--- config.mk ---
export PLATFORM = sky130hd
export DESIGN_NAME = apf_port
export DESIGN_NICKNAME = d
export VERILOG_FILES = /design/src/core/apf_pkg.sv /design/src/core/apf_port.sv
export SDC_FILE = /design/constraint.sdc
export NUM_CORES = 1
export LEC_CHECK = 0
export BUFFER_PORTS_ARGS = -buffer_cell sky130_fd_sc_hd__buf_4
export CAP_MARGIN = 40
export CORE_MARGIN = 2
export CORE_UTILIZATION = 44
export CTS_BUF_LIST = sky130_fd_sc_hd__clkbuf_2
export CTS_CLUSTER_SIZE = 12
export DETAILED_ROUTE_END_ITERATION = 12
export PLACE_DENSITY = 0.68
export RECOVER_POWER = 100
export SLEW_MARGIN = 20
export SYNTH_ARGS = -nofsm -noshare
export SYNTH_HDL_FRONTEND = slang
export SYNTH_HIERARCHICAL = 1
export SYNTH_SLANG_ARGS = --single-unit
export TNS_END_PERCENT = 1
--- constraint.sdc ---
create_clock -name ref_clk_i -period 3.05 [get_ports ref_clk_i]
set_input_delay 0.61 -clock ref_clk_i [delete_from_list [all_inputs] [get_ports ref_clk_i]]
set_output_delay 0.61 -clock ref_clk_i [all_outputs]
set_load 0.02 [all_outputs]
--- src/core/apf_pkg.sv ---
// Shared constants and carriers for the asynchronous parallel byte FIFO port.
// Assumes a single 10 MHz system clock; the host strobes are unrelated to it.
package apf_pkg;

	// Bus width and buffer depth defaults
	localparam int unsigned DATA_W     = 8;
	localparam int unsigned FIFO_DEPTH = 8;

	// System clock rate and strobe-to-flag minimum idle times
	localparam int unsigned CLK_KHZ       = 10000;
	localparam int unsigned RX_GAP_NS     = 100;
	localparam int unsigned TX_GAP_NS     = 100;
	localparam int unsigned RX_GAP_CYC_RAW = (RX_GAP_NS * CLK_KHZ + 999999) / 1000000;
	localparam int unsigned TX_GAP_CYC_RAW = (TX_GAP_NS * CLK_KHZ + 999999) / 1000000;
	localparam int unsigned RX_GAP_CYC = (RX_GAP_CYC_RAW < 1) ? 1 : RX_GAP_CYC_RAW;
	localparam int unsigned TX_GAP_CYC = (TX_GAP_CYC_RAW < 1) ? 1 : TX_GAP_CYC_RAW;
	localparam int unsigned GAP_W      = 4;

	// Reset levels of the pin-side flops
	localparam logic FLAG_IDLE   = 1'b1;
	localparam logic STROBE_IDLE = 1'b1;

	// Host pin sample carried through the synchroniser as one bundle
	typedef struct packed {
		logic              rd_n;
		logic              wr_n;
		logic [DATA_W-1:0] data;
	} apf_pins_s;

	localparam apf_pins_s PINS_IDLE = '{rd_n: STROBE_IDLE, wr_n: STROBE_IDLE, data: '0};

endpackage : apf_pkg

--- src/core/apf_port.sv ---
// Asynchronous parallel byte FIFO port with its two byte buffers.
// Assumes the host paces every transfer with its strobes and obeys the flags;
// the chip side streams bytes in and out with valid/ready on ref_clk_i.
//
// What this block does
// - The port has a two-way eight-bit data bus, low-active read and write strobes and two low-active flags.
// - The data-available flag is high when nothing may be read and low when a byte waits in the outgoing buffer.
// - While the read strobe is low the current buffered byte is driven onto the data lines.
// - Each falling read strobe takes the next byte, if any, out of the outgoing buffer for presentation.
// - Each falling write strobe captures the byte on the data lines into the incoming buffer, unless that buffer is full.
// - The space-available flag is high when nothing may be written and low when the incoming buffer has room.
// - The data drive enable follows the read strobe itself, with no separate enable input.
// - The data-available flag rises when the read strobe returns high and falls again only when another byte is ready.
// - The space-available flag rises on every falling write strobe and falls again only if room remains.
// - After each read cycle the data-available flag stays high for at least 100 ns.
// - After each write cycle the space-available flag stays high for at least 100 ns.
`timescale 1ns/1ps

// Byte buffer with registered flags and occupancy
module apf_fifo #(
	parameter int unsigned WIDTH = 8,
	parameter int unsigned DEPTH = 8
) (
	// Clock and reset
	input  wire logic                     ref_clk_i,
	input  wire logic                     arst_n_i,
	// Fill side
	input  wire logic                     in_valid_i,
	input  wire logic [WIDTH-1:0]         in_data_i,
	output logic                          in_ready_o,
	// Drain side
	output logic                          out_valid_o,
	output logic [WIDTH-1:0]              out_data_o,
	input  wire logic                     out_ready_i,
	// Occupancy
	output logic [$clog2(DEPTH+1)-1:0]    level_o
);
	localparam int unsigned AW = (DEPTH > 1) ? $clog2(DEPTH) : 1;
	localparam int unsigned LW = $clog2(DEPTH+1);

	// Refuse shapes the pointer wrap cannot serve
	if (DEPTH < 2 || (DEPTH & (DEPTH - 1)) != 0) begin : g_bad_depth
		$error("apf_fifo: DEPTH must be a power of two, at least 2");
	end
	if (WIDTH < 1) begin : g_bad_width
		$error("apf_fifo: WIDTH must be at least 1");
	end

	logic [WIDTH-1:0] mem_q [DEPTH];
	logic [AW-1:0]    wr_ptr_q;
	logic [AW-1:0]    rd_ptr_q;
	logic [LW-1:0]    level_q;
	logic             ready_q;
	logic             valid_q;
	logic             push;
	logic             pop;
	logic [LW-1:0]    level_d;

	assign push = in_valid_i & ready_q;
	assign pop  = out_ready_i & valid_q;

	// Next occupancy from the push/pop pair
	always_comb begin
		level_d = level_q;
		if (push & ~pop)
			level_d = level_q + LW'(1);
		else if (pop & ~push)
			level_d = level_q - LW'(1);
	end

	// Storage write
	always_ff @(posedge ref_clk_i) begin
		if (push)
			mem_q[wr_ptr_q] <= in_data_i;
	end

	// Pointers, count and flags
	always_ff @(posedge ref_clk_i or negedge arst_n_i) begin
		if (!arst_n_i) begin
			wr_ptr_q <= '0;
			rd_ptr_q <= '0;
			level_q  <= '0;
			ready_q  <= 1'b1;
			valid_q  <= 1'b0;
		end else begin
			if (push)
				wr_ptr_q <= wr_ptr_q + AW'(1);
			if (pop)
				rd_ptr_q <= rd_ptr_q + AW'(1);
			level_q <= level_d;
			ready_q <= (level_d != LW'(DEPTH));
			valid_q <= (level_d != '0);
		end
	end

	// Handshake outputs come straight from their flops
	assign in_ready_o  = ready_q;
	assign out_valid_o = valid_q;
	assign out_data_o  = mem_q[rd_ptr_q];
	assign level_o     = level_q;

endmodule : apf_fifo

// Host-facing port: pins on one side, byte streams on the other
module apf_port
	import apf_pkg::*;
#(
	parameter int unsigned DATA_W = apf_pkg::DATA_W,
	parameter int unsigned DEPTH  = apf_pkg::FIFO_DEPTH
) (
	// Clock and reset
	input  wire logic                        ref_clk_i,
	input  wire logic                        arst_n_i,
	// Host pins
	input  wire logic                        rd_n_i,
	input  wire logic                        wr_n_i,
	input  wire logic [DATA_W-1:0]           data_i,
	output logic      [DATA_W-1:0]           data_o,
	output logic                             data_oe_o,
	output logic                             rx_avail_n_o,
	output logic                             tx_space_n_o,
	// Chip side, bytes going to the host
	input  wire logic                        to_host_valid_i,
	input  wire logic [DATA_W-1:0]           to_host_data_i,
	output logic                             to_host_ready_o,
	// Chip side, bytes coming from the host
	output logic                             from_host_valid_o,
	output logic      [DATA_W-1:0]           from_host_data_o,
	input  wire logic                        from_host_ready_i,
	// Buffer occupancy
	output logic      [$clog2(DEPTH+1)-1:0]  to_host_level_o,
	output logic      [$clog2(DEPTH+1)-1:0]  from_host_level_o
);
	import apf_pkg::*;

	// The pin carrier is fixed at the package width
	if (DATA_W != apf_pkg::DATA_W) begin : g_bad_data_w
		$error("apf_port: DATA_W must match the pin carrier width");
	end

	apf_pins_s      pin_meta_q;
	apf_pins_s      pin_sync_q;
	apf_pins_s      pin_prev_q;
	logic              rd_fall;
	logic              rd_rise;
	logic              wr_fall;
	logic              wr_rise;
	logic              th_valid;
	logic [DATA_W-1:0] th_data;
	logic              th_pop;
	logic              fh_ready;
	logic              fh_push;
	logic [DATA_W-1:0] data_q;
	logic              oe_q;
	logic              rx_n_q;
	logic              tx_n_q;
	logic [GAP_W-1:0]  rx_gap_q;
	logic [GAP_W-1:0]  tx_gap_q;

	// Two-flop synchroniser on strobes and data, then one stage for edges
	always_ff @(posedge ref_clk_i or negedge arst_n_i) begin
		if (!arst_n_i) begin
			pin_meta_q <= PINS_IDLE;
			pin_sync_q <= PINS_IDLE;
			pin_prev_q <= PINS_IDLE;
		end else begin
			pin_meta_q <= '{rd_n: rd_n_i, wr_n: wr_n_i, data: data_i};
			pin_sync_q <= pin_meta_q;
			pin_prev_q <= pin_sync_q;
		end
	end

	// Edge detection on the synchronised strobes only
	assign rd_fall = pin_prev_q.rd_n & ~pin_sync_q.rd_n;
	assign rd_rise = ~pin_prev_q.rd_n & pin_sync_q.rd_n;
	assign wr_fall = pin_prev_q.wr_n & ~pin_sync_q.wr_n;
	assign wr_rise = ~pin_prev_q.wr_n & pin_sync_q.wr_n;

	// Outgoing buffer, drained by host reads
	apf_fifo #(
		.WIDTH (DATA_W),
		.DEPTH (DEPTH)
	) u_to_host (
		.ref_clk_i   (ref_clk_i),
		.arst_n_i    (arst_n_i),
		.in_valid_i  (to_host_valid_i),
		.in_data_i   (to_host_data_i),
		.in_ready_o  (to_host_ready_o),
		.out_valid_o (th_valid),
		.out_data_o  (th_data),
		.out_ready_i (th_pop),
		.level_o     (to_host_level_o)
	);

	// Incoming buffer, filled by host writes; a full buffer stalls the host via the flag
	apf_fifo #(
		.WIDTH (DATA_W),
		.DEPTH (DEPTH)
	) u_from_host (
		.ref_clk_i   (ref_clk_i),
		.arst_n_i    (arst_n_i),
		.in_valid_i  (fh_push),
		.in_data_i   (pin_sync_q.data),
		.in_ready_o  (fh_ready),
		.out_valid_o (from_host_valid_o),
		.out_data_o  (from_host_data_o),
		.out_ready_i (from_host_ready_i),
		.level_o     (from_host_level_o)
	);

	// Read fetch and write capture, both on the strobe's falling edge
	assign th_pop  = rd_fall & th_valid;
	assign fh_push = wr_fall;

	// Presented byte: loaded when a read starts, held through the strobe
	always_ff @(posedge ref_clk_i or negedge arst_n_i) begin
		if (!arst_n_i) begin
			data_q <= '0;
		end else if (th_pop) begin
			data_q <= th_data;
		end
	end

	// Drive enable follows the synchronised read strobe
	always_ff @(posedge ref_clk_i or negedge arst_n_i) begin
		if (!arst_n_i) begin
			oe_q <= 1'b0;
		end else begin
			oe_q <= ~pin_sync_q.rd_n;
		end
	end

	// Read-side idle timer, started when the read strobe returns high
	always_ff @(posedge ref_clk_i or negedge arst_n_i) begin
		if (!arst_n_i) begin
			rx_gap_q <= '0;
		end else if (rd_rise) begin
			rx_gap_q <= GAP_W'(RX_GAP_CYC);
		end else if (rx_gap_q != '0) begin
			rx_gap_q <= rx_gap_q - GAP_W'(1);
		end
	end

	// Data-available flag: high on read end, low again once a byte waits
	always_ff @(posedge ref_clk_i or negedge arst_n_i) begin
		if (!arst_n_i) begin
			rx_n_q <= FLAG_IDLE;
		end else if (rd_rise) begin
			rx_n_q <= 1'b1;
		end else if (pin_sync_q.rd_n && rx_gap_q == '0) begin
			rx_n_q <= ~th_valid;
		end
	end

	// Write-side idle timer, started when the write strobe returns high
	always_ff @(posedge ref_clk_i or negedge arst_n_i) begin
		if (!arst_n_i) begin
			tx_gap_q <= '0;
		end else if (wr_rise) begin
			tx_gap_q <= GAP_W'(TX_GAP_CYC);
		end else if (tx_gap_q != '0) begin
			tx_gap_q <= tx_gap_q - GAP_W'(1);
		end
	end

	// Space-available flag: high on every write start, low again only with room
	always_ff @(posedge ref_clk_i or negedge arst_n_i) begin
		if (!arst_n_i) begin
			tx_n_q <= FLAG_IDLE;
		end else if (wr_fall) begin
			tx_n_q <= 1'b1;
		end else if (pin_sync_q.wr_n && !wr_rise && tx_gap_q == '0) begin
			tx_n_q <= ~fh_ready;
		end
	end

	// Pin outputs straight from flops
	assign data_o       = data_q;
	assign data_oe_o    = oe_q;
	assign rx_avail_n_o = rx_n_q;
	assign tx_space_n_o = tx_n_q;

endmodule : apf_port

==> impl_metrics.ini, run 1 <==
[sta]
setup_viol = 0
skew_ns = 0.0210
whs_ns = 0.246
fin_crit_sh = 0.943
finalMaxSlewViolations = 0
min_period_ns = 2.88
worstMarginPinSlew_ns = 1.24
rsz0062_at_grt = yes
finalSetupTns_ns = 0
hold_viol = 0
timing.fmax_mhz = 348
maxSlewHeadroom = 0.174

[placed_design]
dpl.hpwl_um = 8640
gp_congestion = 0.775
io_buffers = 50

[yosys]
syn_nets = 464
syn_avg_cell_area_um2 = 17.8
synthArstFlopShare = 0.337
synth.cells.most_frequent = 128 x edfxtp_1, 55 x dfrtp_1, 32 x mux4_2
synth.yosys.seq_area_share = 0.717
syn_inst = 430
synth_area_mm2 = 0.00765
ys_ff_latch = 193
synth_enable_flop_cells = 128
synth_top_area_share = 0.502
synth.area.top_cells = edfxtp_1 50%, dfrtp_1 18%, mux4_2 9.4%
ys_types = 44
synth.most_common_cell = edfxtp_1
yosysTopAreaCell = edfxtp_1
synth_warnings = 6
ys.flop_type = edfxtp_1

[power_and_ir_drop]
p_per_area_mw_per_mm2 = 886
vdd_drop_max_v = 0.000611
p_leak_nw = 3.20

[setup_path]
worstSetupPathType = reg -> out
crit_chain = clkbuf_16 -> mux4_2 -> mux2_2 -> buf_4
worst-path-buf-inv = 2
cp_top_family = multiplexers
critPathRequiredTime_ns = 2.44
worstReg2RegEnd = u_to_host/in_ready_o
ff2ff_path_depth = 7
r2r_start = pin_sync_q[9]
cp.arrival_ns = 2.27
path_max_fanout = 8
critPathMaxStageDelay_ns = 0.49
regToRegSetupSlack_ns = 0.75
crit_path_start_kind = register
slowest_stage = mux4_2
crit_path_end_kind = output port

[global_routing]
first_global_vias = 4120
grt_max_degree = 50
antenna_found_initial = 0
overflow = 0
grt_pass1_wl_um = 21600
grt.total_usage = 0.157

[floorplan]
die_y_um = 136
dieArea_mm2 = 0.0185
num_rows = 48
die_w_um = 136
core-area_mm2 = 0.0172
ioPinCount = 51
start_util = 0.445

[clocking]
ctsLongestPathBuffers = 2
clk_root_buffer_cell = clkbuf_2
insertion_delay_ns = 0.69
cts-htree-levels = 4
cts-buffers-inserted = 17
numClockSinks = 193
cts_tree = yes
clk_pin_slew_ns = 0.23

[worst_hold_path]
hp-start = to_host_data_i[4]
hold-path-endpoint = u_to_host/mem_q[7][4]
whs_path_depth = 1
hold_path.class = in -> reg

[route]
avgRoutedWirePerCell_um = 17.6
viasPerCell = 5.15
antenna_left = 0
drc = 0
first_pass_iters = 7
wl_um = 13300
drt_iter0_markers = 274
num_vias = 3901

[finish]
drive_above_1_share = 0.323
syn2layout_area_growth_pct = 14.5
post-route-util = 0.510
fin_nets = 554
antenna_cells = 0

[job]
cap_violations = 0

[run_status]
status = complete, no violations
logic make-up (layout without fill, tap and decap cells):
| group | Yosys count | in the layout | synth area share |
|---|---|---|---|
| adder cells (fa/ha/maj) | 12 | 12 | 0.0196 |
| flip-flops | 193 | 193 | 0.717 |
| buffers and inverters | 25 | 127 | 0.0162 |
| AND/OR/NAND/NOR | 99 | 99 | 0.0693 |
| multiplexers | 63 | 63 | 0.139 |
| AO/OA/AOI/OAI | 23 | 23 | 0.0221 |
| XOR/XNOR | 15 | 15 | 0.0172 |
flip-flops by register name, summed over array words and instances, names as in the netlist, 4 cells and up:
signal and flops:
pin_meta_q 10, u_from_host/mem_q 64, data_o 8, tx_gap_q 4
u_from_host/level_o 4, pin_sync_q 10, rx_gap_q 4, u_to_host/level_o 4
u_to_host/mem_q 64
worst max-delay path by stage:
stage	start	to	slack, ns	depth (start not counted)
after floorplan	pin_prev_q[8]	u_from_host/mem_q[0][0]	0.85	4
after global placement	u_from_host/rd_ptr_q[0]	from_host_data_o[3]	0.81	4
after detailed placement	pin_sync_q[9]	u_to_host/in_ready_o	0.76	7
after CTS	u_from_host/rd_ptr_q[0]	from_host_data_o[4]	0.02	4
after global routing	u_from_host/rd_ptr_q[0]	from_host_data_o[4]	-0.006	4
final	u_from_host/rd_ptr_q[0]	from_host_data_o[5]	0.17	4
metal layers:
| layer | GRT usage | up-vias | routed length (um) |
|---|---|---|---|
| met1 | 0.195 | 1988 | 5700 |
| li1 | - | 1824 | - |
| met4 | 0.0382 | 0 | 152 |
| met5 | 0 | - | 0 |
| met2 | 0.271 | 78 | 6850 |
| met3 | 0.0481 | 11 | 620 |
area by class of cell:
type | instances | area [um^2]
tap | 225 | 282
fill | 1476 | 8420
timing repair buffer | 85 | 662
sequential | 193 | 5490
clock inverter | 12 | 141
inverter | 11 | 41.3
multi-input combinational | 212 | 2050
clock buffer | 19 | 95.1
repair_timing:
item                                    in CTS  in global routing
gates resized for setup                      3                  4
hold endpoints to repair                    26                  5
setup buffers                                0                  1
hold buffers                                11                  1
cloned                                       0                  1
endpoints found under the setup margin       8                  8
cell usage in the layout, fill, tap and decap left out, types with 4 or more instances in the layout:
cell           netlist  final
a21oi_1              4      4
buf_4                1     50
clkbuf_1             5     10
clkbuf_2             0     20
clkbuf_4             0      9
dfrtp_1             55     53
dfstp_2             10      8
dlygate4sd3_1        0     12
edfxtp_1           128    128
ha_1                12     12
inv_1               11     11
mux2_2              26     24
mux2i_1              5      5
mux4_2              32     32
nand2_1             28     28
nand2b_1             6      6
nand3_1              7      7
nor2_1              21     21
nor2b_1              4      4
nor3_1              12     12
o211ai_1             4      4
xnor2_1             15     15
power by group:
group          internal [mW]  switching [mW]
sequential              3.31           0.429
combinational           1.47            1.32
clock                  0.449           0.788
total                   5.23            2.54
stage by stage:
step | setup WS, ns | power [mW] | cell area, um^2 | cells
floorplan | 0.854 | 5.65 | 7650 | 430
global placement | 0.812 | 6.42 | 8370 | 710
detailed placement | 0.757 | 6.53 | 8400 | 711
CTS | 0.0175 | 7.79 | 8750 | 753
global route | -0.00575 | 8.27 | 8760 | 757
finish | 0.174 | 7.76 | 8760 | 757
Power figures use the tool's default switching activity.
==> run 2, diff against run 1 <==
--- a/config.mk
+++ b/config.mk
@@ -12,11 +12,11 @@
 export CTS_BUF_LIST = sky130_fd_sc_hd__clkbuf_2
 export CTS_CLUSTER_SIZE = 12
 export DETAILED_ROUTE_END_ITERATION = 12
+export GPL_TIMING_DRIVEN = 1
 export PLACE_DENSITY = 0.68
 export RECOVER_POWER = 100
 export SLEW_MARGIN = 20
 export SYNTH_ARGS = -nofsm -noshare
 export SYNTH_HDL_FRONTEND = slang
-export SYNTH_HIERARCHICAL = 1
 export SYNTH_SLANG_ARGS = --single-unit
-export TNS_END_PERCENT = 1
+export TNS_END_PERCENT = 20
==> run 2 against run 1 <==
Against the previous run: the flow now finishes with violations (max-capacitance violations, max-slew violations); sequential share of layout area up 0.24 points; worst hold slack better by 0.048 ns; critical path depth unchanged; synthesized area down 1.6%; combinational power down 4%; setup slack worse by 0.036 ns; critical path type unchanged; largest power group unchanged.
==> impl_metrics.ini, run 2 <==
[global_routing]
antenna_found_initial = 0
grt.total_usage = 0.155
grt_pass1_wl_um = 21200
grt_max_degree = 38
first_global_vias = 4085
overflow = 0

[floorplan]
start_util = 0.453
ioPinCount = 51
num_rows = 47
die_w_um = 135
core-area_mm2 = 0.0166
die_y_um = 135
dieArea_mm2 = 0.0182

[yosys]
syn_avg_cell_area_um2 = 17.4
syn_nets = 467
synth.cells.most_frequent = 128 x edfxtp_1, 55 x dfrtp_1, 36 x nand2_1
synth_enable_flop_cells = 128
ys.flop_type = edfxtp_1
synthArstFlopShare = 0.337
synth.area.top_cells = edfxtp_1 51%, dfrtp_1 18%, mux4_2 9.6%
ys_ff_latch = 193
synth_area_mm2 = 0.00753
synth_top_area_share = 0.510
ys_types = 46
yosysTopAreaCell = edfxtp_1
synth.yosys.seq_area_share = 0.728
synth_warnings = 0
syn_inst = 433
synth.most_common_cell = edfxtp_1

[sta]
worstMarginPinSlew_ns = 1.61
fin_ws_ns = 0.138
rsz0062_at_grt = yes
hold_viol = 0
fin_crit_sh = 0.955
skew_ns = 0.0498
setup_viol = 0
min_period_ns = 2.91
timing.fmax_mhz = 343
maxSlewHeadroom = -0.0705
finalMaxSlewViolations = 30

[route]
drc = 0
viasPerCell = 5.11
drt_iter0_markers = 212
antenna_left = 0
num_vias = 3875
wl_um = 13000
avgRoutedWirePerCell_um = 17.2
first_pass_iters = 4

[finish]
fillCellCount = 1360
fin_nets = 560
post-route-util = 0.524
drive_above_1_share = 0.275
syn2layout_area_growth_pct = 15.8
antenna_cells = 0
reg_top3 = u_from_host.mem_q (64), u_to_host.mem_q (64)
layout.cells.most_common = edfxtp_1
mostFrequentLayoutCells = 128 x edfxtp_1, 53 x dfrtp_1, 41 x buf_4

[worst_hold_path]
whs_path_depth = 4
hp-start = to_host_valid_i
hold_path.class = in -> reg
hold-path-endpoint = u_to_host.wr_ptr_q[0]

[setup_path]
path_max_fanout = 8
worstSetupPathType = reg -> out
cp.arrival_ns = 2.30
worstReg2RegEnd = u_to_host.mem_q[2][1]
critPathRequiredTime_ns = 2.44
crit_path_start_kind = register
crit_chain = clkbuf_16 -> mux4_2 -> mux2_2 -> buf_6
critPathMaxStageDelay_ns = 0.49
regToRegSetupSlack_ns = 0.97
ff2ff_path_depth = 3
crit_path_end_kind = output port
slowest_stage = dfrtp_2
r2r_start = u_to_host.in_ready_o

[power_and_ir_drop]
p_sw_frac = 0.334
power_switching_mw = 2.55
pwr-share-clk = 0.162
p_leak_nw = 3.22
internal_power_mw = 5.09
seqPwrFrac = 0.489
p_comb_frac = 0.349
vdd_drop_max_v = 0.000432
p_per_area_mw_per_mm2 = 876

[clocking]
insertion_delay_ns = 0.74
numClockSinks = 193
cts-buffers-inserted = 17
cts-htree-levels = 4
clk_root_buffer_cell = clkbuf_2
ctsLongestPathBuffers = 2
cts_tree = yes
clk_pin_slew_ns = 0.24

[run_status]
status = finished with violations
violations = max-capacitance violations, max-slew violations

[placed_design]
io_buffers = 50
place_ws_ns = 0.730
gp_congestion = 0.773
dpl.hpwl_um = 8670

[job]
cap_violations = 1
run 2: what timing repair did:
item,in CTS,in global routing
endpoints found under the hold margin,48,13
setup endpoints to repair,8,8
hold buffers,16,3
buffers inserted,1,0
resized for setup,3,11
gates cloned,0,1
run 2: metrics by stage:
| step | instances | power [mW] | instance area [um^2] | hold WS (ns) | setup TNS [ns] |
|---|---|---|---|---|---|
| after floorplan | 433 | 5.50 | 7530 | 0.314 | 0 |
| after global placement | 705 | 6.24 | 8240 | 0.338 | 0 |
| after detailed placement | 706 | 6.35 | 8260 | 0.337 | 0 |
| after CTS | 755 | 7.63 | 8680 | 0.00811 | 0 |
| after global routing | 759 | 8.12 | 8720 | 0.195 | -0.185 |
| final | 759 | 7.64 | 8720 | 0.294 | 0 |
run 2: cell families (layout without fill, tap and decap cells):
| family | count (synthesis) | in the layout | share of synthesized area |
|---|---|---|---|
| flip-flops | 193 | 193 | 0.728 |
| AND/OR/NAND/NOR | 104 | 104 | 0.0703 |
| multiplexers | 50 | 50 | 0.121 |
| AO/OA/AOI/OAI | 31 | 31 | 0.0258 |
| buffers and inverters | 26 | 132 | 0.0153 |
| XOR/XNOR | 17 | 17 | 0.0198 |
| adder cells (fa/ha/maj) | 12 | 12 | 0.0199 |
run 2: how the worst max path moves through the flow:
stage | from | endpoint | slack (ns) | cells past startpoint
floorplan | u_from_host.rd_ptr_q[0] | from_host_data_o[0] | 0.72 | 4
global placement | u_from_host.rd_ptr_q[0] | from_host_data_o[2] | 0.76 | 4
detailed placement | u_from_host.rd_ptr_q[0] | from_host_data_o[2] | 0.73 | 4
CTS | u_from_host.rd_ptr_q[0] | from_host_data_o[2] | 0.02 | 4
global route | u_from_host.rd_ptr_q[0] | from_host_data_o[4] | -0.03 | 4
finish | u_from_host.rd_ptr_q[0] | from_host_data_o[3] | 0.14 | 4
run 2: cell type report:
cell class	instances	area [um^2]	share of cell area
multi-input cells	214	1940	0.222
clock inverters	13	151	0.0174
inverters	11	41.3	0.00473
flip-flops and latches	193	5490	0.629
clock buffers	19	95.1	0.0109
repair buffers	89	736	0.0843
well taps	220	275	0.0316
run 2: worst max-delay path, delay by kind of cell, from the launching register on:
family	cells	cell delay [ns]
buffers and inverters	2	0.32
flip-flops	1	0.49
multiplexers	2	0.77
run 2: per-layer routing:
| layer | routed length, um | GRT usage | part of all wire | up-vias |
|---|---|---|---|---|
| met1 | 5490 | 0.187 | 0.42 | 1986 |
| li1 | - | - | - | 1818 |
| met4 | 112 | 0.0444 | 0.0086 | 0 |
| met5 | 0 | 0 | 0 | - |
| met3 | 429 | 0.0413 | 0.033 | 9 |
| met2 | 7010 | 0.275 | 0.54 | 62 |
run 2: power groups by stage:
stage / clock network [mW] / logic (mW) / registers (mW)
floorplan: 0 / 1.77 / 3.73
global placement: 0 / 2.48 / 3.76
detailed placement: 0 / 2.55 / 3.79
CTS: 1.30 / 2.60 / 3.74
global route: 1.39 / 2.92 / 3.81
finish: 1.24 / 2.67 / 3.74
